`config.mk`:
```
export PLATFORM = sky130hd
export DESIGN_NAME = cdm_top
export DESIGN_NICKNAME = d
export VERILOG_FILES = /design/src/shared/cdm_pkg.sv /design/src/hdl/cdm_apb_slave.sv /design/src/hdl/cdm_sticky_bit.sv /design/src/hdl/cdm_top.sv
export VERILOG_INCLUDE_DIRS = /design/src /design/src/shared
export SDC_FILE = /design/constraint.sdc
export NUM_CORES = 1
export LEC_CHECK = 0
export BUFFER_PORTS_ARGS = -buffer_cell sky130_fd_sc_hd__clkbuf_2
export CAP_MARGIN = 20
export CORE_ASPECT_RATIO = 1.4
export CORE_MARGIN = 2
export CORE_UTILIZATION = 30
export CTS_CLUSTER_SIZE = 24
export DETAILED_ROUTE_END_ITERATION = 7
export PLACE_DENSITY = 0.47
export SETUP_SLACK_MARGIN = 0.3
export SLEW_MARGIN = 10
export SYNTH_ARGS = -nofsm -noshare
export SYNTH_HDL_FRONTEND = slang
export SYNTH_HIERARCHICAL = 1
export SYNTH_SLANG_ARGS = --single-unit
```
`constraint.sdc`:
```
create_clock -name clk_sys -period 3.1 [get_ports clk_sys]
set_input_delay 0.775 -clock clk_sys [delete_from_list [all_inputs] [get_ports clk_sys]]
set_output_delay 0.775 -clock clk_sys [all_outputs]
set_load 0.05 [all_outputs]
```
`src/shared/cdm_cfg.svh`:
```
// constants of the clock dropout monitor status block
// assumes 32-bit apb data, byte addresses, one word per register
`ifndef CDM_CFG_SVH
`define CDM_CFG_SVH

// register byte offsets
`define CDM_OFF_STATUS 8'h00
`define CDM_OFF_EVENTS 8'h04
`define CDM_OFF_COUNT 8'h08
`define CDM_OFF_CONFIG 8'h0c
`define CDM_OFF_CONTROL 8'h10

// field positions
`define CDM_STS_LOS_BIT 0
`define CDM_STS_INV_BIT 1
`define CDM_EVT_LOS_BIT 0
`define CDM_EVT_LMT_BIT 1
`define CDM_EVT_NUM 2
`define CDM_CNT_MSB 3
`define CDM_CNT_LSB 0
`define CDM_CFG_THR_MSB 11
`define CDM_CFG_THR_LSB 8
`define CDM_CFG_FMASK_BIT 7
`define CDM_CFG_DIS_BIT 6
`define CDM_CFG_LMASK_BIT 5
`define CDM_CTL_GATE_BIT 0
`define CDM_CTL_SRST_BIT 1

// reset values and counter limits
`define CDM_RST_LOS_STS 1'h1
`define CDM_RST_INVALID 1'h1
`define CDM_RST_EVENTS 2'h1
`define CDM_RST_CNT 4'h0
`define CDM_CNT_MAX 4'hf
`define CDM_CNT_ONE 4'h1
`define CDM_RST_THR 4'h0
`define CDM_RST_BIT 1'h0
`define CDM_ZERO_WORD 32'h0000_0000

`endif

```
`src/shared/cdm_pkg.sv`:
```
// types of the clock dropout monitor status block
// assumes the constants header is compiled alongside
package cdm_pkg;

    // one apb request as latched in the setup cycle
    typedef struct packed {
        logic [7:0] addr;
        logic write;
        logic [31:0] wdata;
    } cdm_apb_req_t;

    // software configuration of the reference qualification
    typedef struct packed {
        logic [3:0] thresh;
        logic freq_mask;
        logic ref_disable;
        logic los_mask;
    } cdm_cfg_t;

    // monitor control bits
    typedef struct packed {
        logic monitor_soft_reset;
        logic monitor_clock_gate;
    } cdm_ctl_t;

    // phase of the apb slave
    typedef enum logic [0:0] {
        CDM_BUS_IDLE,
        CDM_BUS_ACCESS
    } cdm_bus_st_t;

endpackage

```
`src/hdl/cdm_apb_slave.sv`:
```
// apb slave front end: zero-wait access phase, latched request
// assumes an apb master on clk_sys; decode and data live in the caller
`timescale 1ns/1ns
module cdm_apb_slave
    import cdm_pkg::*;
(
    input wire logic clk_sys,
    input wire logic rst,
    input wire logic psel,
    input wire logic penable,
    input wire logic pwrite,
    input wire logic [7:0] paddr,
    input wire logic [31:0] pwdata,
    output logic pready,
    output logic setup,
    output logic wr_stb,
    output cdm_apb_req_t req
);
    cdm_bus_st_t st_r;
    cdm_bus_st_t st_nxt;

    // setup cycle seen, access completes on the next edge
    assign setup = psel & ~penable;
    assign wr_stb = (st_r == CDM_BUS_ACCESS) & psel & penable & req.write;
    assign pready = (st_r == CDM_BUS_ACCESS);

    always_comb begin
        case (st_r)
            CDM_BUS_IDLE: st_nxt = setup ? CDM_BUS_ACCESS : CDM_BUS_IDLE;
            CDM_BUS_ACCESS: st_nxt = CDM_BUS_IDLE;
            default: st_nxt = CDM_BUS_IDLE;
        endcase
    end

    always_ff @(posedge clk_sys) begin
        if (rst) begin
            st_r <= CDM_BUS_IDLE;
        end else begin
            st_r <= st_nxt;
        end
    end

    // request held from setup so the access phase needs no decode of inputs
    always_ff @(posedge clk_sys) begin
        if (rst) begin
            req <= '0;
        end else if (setup) begin
            req <= '{addr: paddr, write: pwrite, wdata: pwdata};
        end
    end
endmodule

```
`src/hdl/cdm_sticky_bit.sv`:
```
// one sticky event bit, set by a level, cleared by a one-cycle pulse
// assumes set and clear are on clk_sys; set outranks clear
`timescale 1ns/1ns
module cdm_sticky_bit #(
    parameter logic RST_VAL = 1'h0
) (
    input wire logic clk_sys,
    input wire logic rst,
    input wire logic set_lvl,
    input wire logic clr_pls,
    output logic flag
);
    logic flag_r;
    logic flag_nxt;

    // a held condition re-asserts every cycle, so a clear cannot stick
    assign flag_nxt = set_lvl | (flag_r & ~clr_pls);
    assign flag = flag_r;

    always_ff @(posedge clk_sys) begin
        if (rst) begin
            flag_r <= RST_VAL;
        end else begin
            flag_r <= flag_nxt;
        end
    end
endmodule

```
`src/hdl/cdm_top.sv`:
```
// clock dropout monitor status, sticky events and failure counter
// assumes the qualification engine and frequency monitor run on clk_sys
// and deliver their verdicts as levels; software talks over apb
//
// What this block does
// invalid flag when disqualified or inhibited; resets 1
// dropout status mirrors verdict, resets to 1
// limit event sets while count above threshold
// limit clear ignored while count exceeds threshold
// dropout event sticky, clear ignored during loss
// dropout event resets 1, software clears later
// failure counter increments per loss, saturates
// writing zero clears counter, else presets it
// counter writes dropped when gated or soft-reset
// limit compares counter strictly above 4-bit threshold
// selection inhibit forces invalid flag to one
// dropout mask removes dropout from invalid flag
// frequency mask removes frequency fail from flag
// count rising edges of dropout, not cycles
//
// The implementer's own choices: the APB interface to the registers and the placing of the registers.
`timescale 1ns/1ns
`include "cdm_cfg.svh"
module cdm_top
    import cdm_pkg::*;
(
    input wire logic clk_sys,
    input wire logic rst,
    input wire logic psel,
    input wire logic penable,
    input wire logic pwrite,
    input wire logic [7:0] paddr,
    input wire logic [31:0] pwdata,
    output logic pready,
    output logic [31:0] prdata,
    output logic pslverr,
    input wire logic los_verdict,
    input wire logic freq_disqualified,
    output logic los_status,
    output logic ref_invalid,
    output logic ref_barred
);

    // address decode helper, used for read and write decode alike;
    // an exact compare, so a misaligned address never aliases a register
    function automatic logic reg_hit(
        input logic [7:0] addr,
        input logic [7:0] offset
    );
        reg_hit = (addr == offset);
    endfunction

    // bus front end
    logic bus_setup;
    logic bus_wr;
    cdm_apb_req_t bus_req;

    cdm_apb_slave u_apb (
        .clk_sys(clk_sys),
        .rst(rst),
        .psel(psel),
        .penable(penable),
        .pwrite(pwrite),
        .paddr(paddr),
        .pwdata(pwdata),
        .pready(pready),
        .setup(bus_setup),
        .wr_stb(bus_wr),
        .req(bus_req)
    );

    // monitor-facing state: dropout status, reference flag, failure count
    logic los_sts_r;
    logic ref_invalid_r;
    logic ref_invalid_nxt;
    logic [3:0] cnt_r;
    logic [3:0] cnt_nxt;

    // software settings, changed only by bus writes
    cdm_cfg_t cfg_r;
    cdm_cfg_t cfg_nxt;
    cdm_ctl_t ctl_r;
    cdm_ctl_t ctl_nxt;

    // bus answer, registered so it cannot glitch during access
    logic [31:0] prdata_r;
    logic [31:0] prdata_nxt;
    logic pslverr_r;
    logic pslverr_nxt;

    // one bit per event: stored flag, set level, clear pulse
    logic [`CDM_EVT_NUM-1:0] evt_flag;
    logic [`CDM_EVT_NUM-1:0] evt_set;
    logic [`CDM_EVT_NUM-1:0] evt_clr;

    // write decode, effective at the edge that ends the access phase;
    // the latched address is decoded, so a moving paddr cannot retarget it
    wire wr_events = bus_wr & reg_hit(bus_req.addr, `CDM_OFF_EVENTS);
    wire wr_count = bus_wr & reg_hit(bus_req.addr, `CDM_OFF_COUNT);
    wire wr_config = bus_wr & reg_hit(bus_req.addr, `CDM_OFF_CONFIG);
    wire wr_control = bus_wr & reg_hit(bus_req.addr, `CDM_OFF_CONTROL);
    // write data also comes from the latched request
    wire [31:0] wdata = bus_req.wdata;

    // monitor hold: a gated or soft-reset monitor neither counts
    // nor accepts counter writes; status and events keep running so
    // software still sees the verdict while it reprograms the monitor
    wire monitor_held = ctl_r.monitor_clock_gate | ctl_r.monitor_soft_reset;

    // dropout status mirror and loss onset; the verdict is a level
    // from logic on this clock, so it needs no synchroniser
    // status is the verdict one clock later; the onset compares the
    // fresh verdict to that copy, so a long loss gives one pulse
    wire los_rise = los_verdict & ~los_sts_r;

    // status register, one clock behind the verdict
    always_ff @(posedge clk_sys) begin
        if (rst) begin
            los_sts_r <= `CDM_RST_LOS_STS;
        end else begin
            los_sts_r <= los_verdict;
        end
    end

    // reference invalid, registered so the flag never glitches
    // while masks or the inhibit are being rewritten
    // each monitor contributes unless masked; the inhibit overrides
    wire los_term = los_sts_r & ~cfg_r.los_mask;
    wire freq_term = freq_disqualified & ~cfg_r.freq_mask;
    wire inhibit_term = cfg_r.ref_disable;

    // any one contributor makes the reference invalid
    assign ref_invalid_nxt = los_term | freq_term | inhibit_term;

    always_ff @(posedge clk_sys) begin
        if (rst) begin
            ref_invalid_r <= `CDM_RST_INVALID;
        end else begin
            ref_invalid_r <= ref_invalid_nxt;
        end
    end

    // failure counter: four bits that stop at the top value, so a
    // long-failing reference cannot wrap back under the threshold
    // a software write wins over a loss onset in the same cycle;
    // the preset is what software asked for, the onset is then lost
    wire cnt_wr_ok = wr_count & ~monitor_held;
    // saturation looks at the stored count, so the top value holds
    wire cnt_sat = (cnt_r == `CDM_CNT_MAX);
    wire cnt_inc = los_rise & ~monitor_held & ~cnt_sat;
    wire [3:0] cnt_wval = wdata[`CDM_CNT_MSB:`CDM_CNT_LSB];

    always_comb begin
        cnt_nxt = cnt_r;
        if (cnt_wr_ok) begin
            cnt_nxt = cnt_wval;
        end else if (cnt_inc) begin
            cnt_nxt = cnt_r + `CDM_CNT_ONE;
        end
    end

    always_ff @(posedge clk_sys) begin
        if (rst) begin
            cnt_r <= `CDM_RST_CNT;
        end else begin
            cnt_r <= cnt_nxt;
        end
    end

    // event conditions, given as levels so that a condition which
    // persists keeps re-asserting its sticky bit every cycle
    // the limit test uses the stored count, so a preset above the
    // threshold raises the limit event one clock after the write
    wire lmt_cond = (cnt_r > cfg_r.thresh);

    assign evt_set[`CDM_EVT_LOS_BIT] = los_sts_r;
    assign evt_set[`CDM_EVT_LMT_BIT] = lmt_cond;

    // sticky event bits, write one to clear; a loop keeps every
    // event bit built the same way, each taking its own reset value
    // the set input outranks the clear, so a clear during a standing
    // condition is simply overwritten
    genvar gi;
    generate
        for (gi = 0; gi < `CDM_EVT_NUM; gi++) begin : g_evt
            // each bit takes its own reset value from the packed reset word
            localparam logic RST_VAL = 1'(`CDM_RST_EVENTS >> gi);

            // a one written at this bit position asks for its clear
            assign evt_clr[gi] = wr_events & wdata[gi];

            // set level and clear pulse meet inside, where the set wins
            cdm_sticky_bit #(
                .RST_VAL(RST_VAL)
            ) u_evt (
                .clk_sys(clk_sys),
                .rst(rst),
                .set_lvl(evt_set[gi]),
                .clr_pls(evt_clr[gi]),
                .flag(evt_flag[gi])
            );
        end
    endgenerate

    // configuration and control registers; each write replaces all
    // fields at once, so no half-updated threshold is ever compared
    always_comb begin
        cfg_nxt = cfg_r;
        if (wr_config) begin
            cfg_nxt.thresh = wdata[`CDM_CFG_THR_MSB:`CDM_CFG_THR_LSB];
            cfg_nxt.freq_mask = wdata[`CDM_CFG_FMASK_BIT];
            cfg_nxt.ref_disable = wdata[`CDM_CFG_DIS_BIT];
            cfg_nxt.los_mask = wdata[`CDM_CFG_LMASK_BIT];
        end
    end

    always_comb begin
        ctl_nxt = ctl_r;
        if (wr_control) begin
            ctl_nxt.monitor_clock_gate = wdata[`CDM_CTL_GATE_BIT];
            ctl_nxt.monitor_soft_reset = wdata[`CDM_CTL_SRST_BIT];
        end
    end

    // configuration store
    always_ff @(posedge clk_sys) begin
        if (rst) begin
            cfg_r.thresh <= `CDM_RST_THR;
            cfg_r.freq_mask <= `CDM_RST_BIT;
            cfg_r.ref_disable <= `CDM_RST_BIT;
            cfg_r.los_mask <= `CDM_RST_BIT;
        end else begin
            cfg_r <= cfg_nxt;
        end
    end

    // control store; both bits clear so the monitor runs after reset
    always_ff @(posedge clk_sys) begin
        if (rst) begin
            ctl_r.monitor_clock_gate <= `CDM_RST_BIT;
            ctl_r.monitor_soft_reset <= `CDM_RST_BIT;
        end else begin
            ctl_r <= ctl_nxt;
        end
    end

    // read words; unused bits read as zero so software may
    // compare whole words without masking reserved fields
    logic [31:0] word_status;
    logic [31:0] word_events;
    logic [31:0] word_count;
    logic [31:0] word_config;
    logic [31:0] word_control;

    always_comb begin
        word_status = `CDM_ZERO_WORD;
        word_status[`CDM_STS_LOS_BIT] = los_sts_r;
        word_status[`CDM_STS_INV_BIT] = ref_invalid_r;
    end

    always_comb begin
        word_events = `CDM_ZERO_WORD;
        word_events[`CDM_EVT_NUM-1:0] = evt_flag;
    end

    always_comb begin
        word_count = `CDM_ZERO_WORD;
        word_count[`CDM_CNT_MSB:`CDM_CNT_LSB] = cnt_r;
    end

    always_comb begin
        word_config = `CDM_ZERO_WORD;
        word_config[`CDM_CFG_THR_MSB:`CDM_CFG_THR_LSB] = cfg_r.thresh;
        word_config[`CDM_CFG_FMASK_BIT] = cfg_r.freq_mask;
        word_config[`CDM_CFG_DIS_BIT] = cfg_r.ref_disable;
        word_config[`CDM_CFG_LMASK_BIT] = cfg_r.los_mask;
    end

    always_comb begin
        word_control = `CDM_ZERO_WORD;
        word_control[`CDM_CTL_GATE_BIT] = ctl_r.monitor_clock_gate;
        word_control[`CDM_CTL_SRST_BIT] = ctl_r.monitor_soft_reset;
    end

    // read select on the setup address; capturing the word then keeps
    // it coherent even if a flag changes during the access cycle
    wire rd_status = reg_hit(paddr, `CDM_OFF_STATUS);
    wire rd_events = reg_hit(paddr, `CDM_OFF_EVENTS);
    wire rd_count = reg_hit(paddr, `CDM_OFF_COUNT);
    wire rd_config = reg_hit(paddr, `CDM_OFF_CONFIG);
    wire rd_control = reg_hit(paddr, `CDM_OFF_CONTROL);
    wire addr_mapped = rd_status | rd_events | rd_count | rd_config | rd_control;

    // the selects are one-hot, so an or of masked words is the mux
    wire [31:0] rd_mux =
        ({32{rd_status}} & word_status) |
        ({32{rd_events}} & word_events) |
        ({32{rd_count}} & word_count) |
        ({32{rd_config}} & word_config) |
        ({32{rd_control}} & word_control);

    // read data sampled at the setup edge and held through access;
    // a write reads back zero
    always_comb begin
        prdata_nxt = prdata_r;
        if (bus_setup) begin
            prdata_nxt = pwrite ? `CDM_ZERO_WORD : rd_mux;
        end
    end

    // an unmapped address errors for reads and writes and stores nothing
    always_comb begin
        pslverr_nxt = pslverr_r;
        if (bus_setup) begin
            pslverr_nxt = ~addr_mapped;
        end
    end

    // read data register
    always_ff @(posedge clk_sys) begin
        if (rst) begin
            prdata_r <= `CDM_ZERO_WORD;
        end else begin
            prdata_r <= prdata_nxt;
        end
    end

    // error flag register, loaded together with the read data
    always_ff @(posedge clk_sys) begin
        if (rst) begin
            pslverr_r <= `CDM_RST_BIT;
        end else begin
            pslverr_r <= pslverr_nxt;
        end
    end

    // outputs, all from flip-flops, so no pin has a combinational
    // path back to the bus inputs
    assign prdata = prdata_r;
    assign pslverr = pslverr_r;
    assign los_status = los_sts_r;
    assign ref_invalid = ref_invalid_r;
    assign ref_barred = cfg_r.ref_disable;

endmodule

```
; ---- Word level (Yosys, flattened, before mapping)
; Index checks and enable logic that the tools add are counted.
[word_totals]
output_inout_bits = 37
ff_bits = 72
word_cells = 81
[op_classes]
n_addsub = 1
n_lt_le_gt_ge = 1
reduce_logical = 2
eq_ne = 9
muxes = 5
bitwise = 46
[ops]
columns = operator, n
row1 = OR 32 bit, 4
row2 = bitwise AND 32 x 2 -> 32 bit, 3
row3 = bitwise AND 32 x 12 -> 32 bit, 1
row4 = bitwise AND 32 x 4 -> 32 bit, 1
row5 = "equality test 8 x 4 -> 1 bit, second input constant", 4
row6 = 2-to-1 mux 32 bit, 1
row7 = bitwise AND 1 bit, 18
row8 = "equality test 8 x 3 -> 1 bit, second input constant", 2
row9 = "equality test 8 x 5 -> 1 bit, second input constant", 2
row10 = inverter 1 bit, 10
row11 = OR 1 bit, 9
row12 = logical NOT 8 bit, 1
row13 = 2-to-1 mux 4 bit, 2
row14 = "adder 4 x 1 -> 4 bit, second input constant", 1
row15 = "equality test 4 bit, second input constant", 1
row16 = > comparator 4 bit, 1
row17 = case mux 1 bit (2 select lines), 1
row18 = nonzero test 2 bit, 1
row19 = 2-to-1 mux 1 bit, 1

; ---- Depth between registers and ports, before layout
[depth]
depth_word = 8
depth_mapped = 8

; ---- Cells and area by module
; Netlist, hierarchy kept.
[modules_own_cells]
columns = module, n_inst, area_each_um2, cells_each
row1 = cdm_apb_slave, 1, 2053.2, 189
row2 = cdm_top, 1, 1562.7, 176
row3 = cdm_sticky_bit (g_evt[1].u_evt), 1, 38.8, 4
row4 = cdm_sticky_bit (g_evt[0].u_evt), 1, 32.5, 4

; ---- Worst setup path before layout
; No wires, ideal clock.
[synth_timing]
path_kind = input to register
from = in penable
to = reg prdata_r[6], in the netlist prdata[6]
setup_ns = 0.070
arrival_ns = 2.274
setup_slack_ns = 0.755
path_stages = 7
required_time_ns = 3.030
path_cell_list = and2b_4 buf_6 or4b_1 nor3_2 buf_4 nand4_1 a21oi_1
[synth_via]
elab_chain_cells = 2
[synth_rtl]
columns = item, line_no
row1 = from (decl), cdm_top.sv:30  ; input wire logic penable,
row2 = inverter 1 bit, cdm_apb_slave.sv:23  ; assign setup = psel & ~penable;
row3 = bitwise AND 1 bit, cdm_apb_slave.sv:23
row4 = via bus_setup, cdm_top.sv:54  ; logic bus_setup;
row5 = to (signal assigned), cdm_top.sv:322  ; prdata_r <= `CDM_ZERO_WORD;
row6 = to (signal assigned), cdm_top.sv:324  ; prdata_r <= prdata_nxt;
row7 = to (decl), cdm_top.sv:86  ; logic [31:0] prdata_r;
; The timed path passes the listed nets, and every way through them passes these cells.
; A chain may end at the register's enable or synchronous reset.

; ---- Worst setup path in the final report
[layout_timing]
from = in penable
to = reg prdata_r[3], in the netlist prdata[3]
; The elaborated chain is that of the path after synthesis.

==> metrics.txt <==
reg-to-reg endpoint=cnt_r[3]; io pins=84; H-Tree Depth=2; GRT Total Usage=12.6%; DRC=0; R2R cell count=5; Tmin final=2.23 ns; crit path max-delay cell type=or4b_1; fmax=449 MHz; via count=2018; Final Hold Viols=0; P&R area growth vs syn=13.6%; # rows=40; clk_lat worst skew=0.30 ns; Setup WS post-layout=0.874 ns; Final period util=71.8%; DRT Pass-1 Iters=4; hold_buf cts=0; CTS tree=yes; CP required=3.32 ns; Cell Area, Synth=2690 um^2; slew at the pin closest to its max-slew limit=0.559 ns; Worst Hold Class=reg2reg; RSZ-0062 raised after global routing=no; Final setup violation count=0; CTS max path bufs=2; GPL Wtd Cong=0.729; layout cells sized above 1=25.8%; wire length on met2=2.83 mm; Critical path buffers and inverters=2; Starting Density=31.0%; Crit. End Element=flip-flop; met3 routed WL=255 um; arrival time worst endpoint=2.45 ns; Max Slew Vio Count=0; Ys Warns=6; Non-Filler Instances=419; # Max-Cap Violations=0; syn_area_per_cell=9.46 um^2; Hold Path Stages=1; GR Overflow Total=0; setup TNS=0 ns; antenna violations before repair=0; first-pass GRT wire length=9.66 mm; Pleak=1.26 nW; # resized after CTS=0; Register Area=1000 um^2; critical-path cell list=clkbuf_2, and2b_4, or4b_1, nor3_2, buf_4, nand4b_1, a21oi_1; CP Class=in2reg; cell count after synthesis=284; die area=9740 um^2; top cell family by delay on the critical path=simple AND/OR/NAND/NOR gates; worst-case clock skew=0.00485 ns; antenna-violating nets left=0; Place WS=0.525 ns; outcome=complete, no violations; Inst Count DP=411; root buf cell=clkbuf_16; Max-slew headroom=62.5%; wire per inst=14.1 um; number of vias per cell=4.82; R2R Setup Slk=1.44 ns; Die X=84.0 um; Worst setup SP type=input pin; PwrDens=514 nW/um^2; Worst IR Drop VDD=0.000197 V; fin nets=365; worst hold path startpoint=u_apb/pready; highest metal used=met4; Post-CTS Setup Bufs=0; Design Power=0.00157 W; WL final=5.90 mm; Worst path max stage delay=0.45 ns; final core occ=35.3%; largest net degree at the start of global routing=33; clock-pin slew on the worst setup and hold paths=0.07 ns; Fillers=917; WL met1=2.69 mm; CP max FO=22; Clock Sinks=50; WHS Endpoint=u_apb/pready; port bufs=41; n_diodes=0; dpl hpwl=4.29 mm; die height=116 um; core area=8660 um^2; vias in the first global route=1933; number of CTS-inserted buffers=5; Reg2Reg Launch Point=u_apb/pready; Multi-input gate area=1460 um^2; drt initial violations=47
## per-stage QoR
step	hold WS [ns]	instance area, um^2
finish	0.458	3050
global route	0.484	3050
CTS	0.457	3050
detailed placement	0.446	2860
global placement	0.450	2860
floorplan	0.426	2760
## per-layer routing
layer	vias up	track usage, %
met2	57	21.2
li1	1022	-
met5	-	0
met4	0	6.13
met1	931	15.4
met3	8	2.78
## cell type report
cell class	instances	share of cell area [%]
flip-flops and latches	50	32.8
clock inverters	3	2.25
inverters	8	0.983
multi-input cells	202	47.6
well taps	105	4.30
repair buffers	46	7.95
clock buffers	5	4.10
## worst reg2reg max path, stage by stage (launching register included)
cell       delay [ns]
dfxtp_1          0.36
and4_1           0.22
and4bb_2         0.25
nand3_2          0.17
nor4bb_1         0.21
a2111oi_1        0.34
## worst max path at each step
stage,startpoint,end,cells after the start
global route,penable,prdata[3],7
floorplan,penable,prdata[6],7
global placement,penable,prdata[10],7
detailed placement,penable,prdata[3],7
CTS,penable,prdata[3],7
finish,penable,prdata[3],7
## sequential cells by signal, indices dropped and copies added, names as in the netlist
signal and flops:
los_status 1, ref_invalid 1, u_apb/pready 1, g_evt.u_evt/flag 2
ctl_r 2, u_apb/req 20, pslverr 1, ref_barred 1
prdata 11, cnt_r 4, cfg_r 6
## power by group
part,leakage (nW),total (W),switching (W),internal (W)
clock network,0.0940,0.000714,0.000250,0.000464
logic,0.762,0.000184,0.000128,0.0000558
registers,0.406,0.000674,0.0000141,0.000660
## cell usage in the layout, fill, tap and decap left out, types with 2 or more instances in the layout
cell	instances
dfxtp_1	50
clkbuf_2	41
nand2b_1	31
conb_1	21
nor2_1	20
nand4bb_1	20
o21ai_2	18
mux2i_1	11
nand4_1	10
a21oi_1	10
inv_1	8
nand2_1	7
ha_1	5
clkbuf_16	5
buf_4	5
o211ai_1	4
nor2b_1	3
and4b_1	3
o21a_1	3
nor3_1	3
nand3_1	3
o21ai_1	3
nor3b_1	2
a211oi_1	2
nand4b_1	2
and3b_1	2
bufinv_16	2
(Power assumes the default switching activity.)
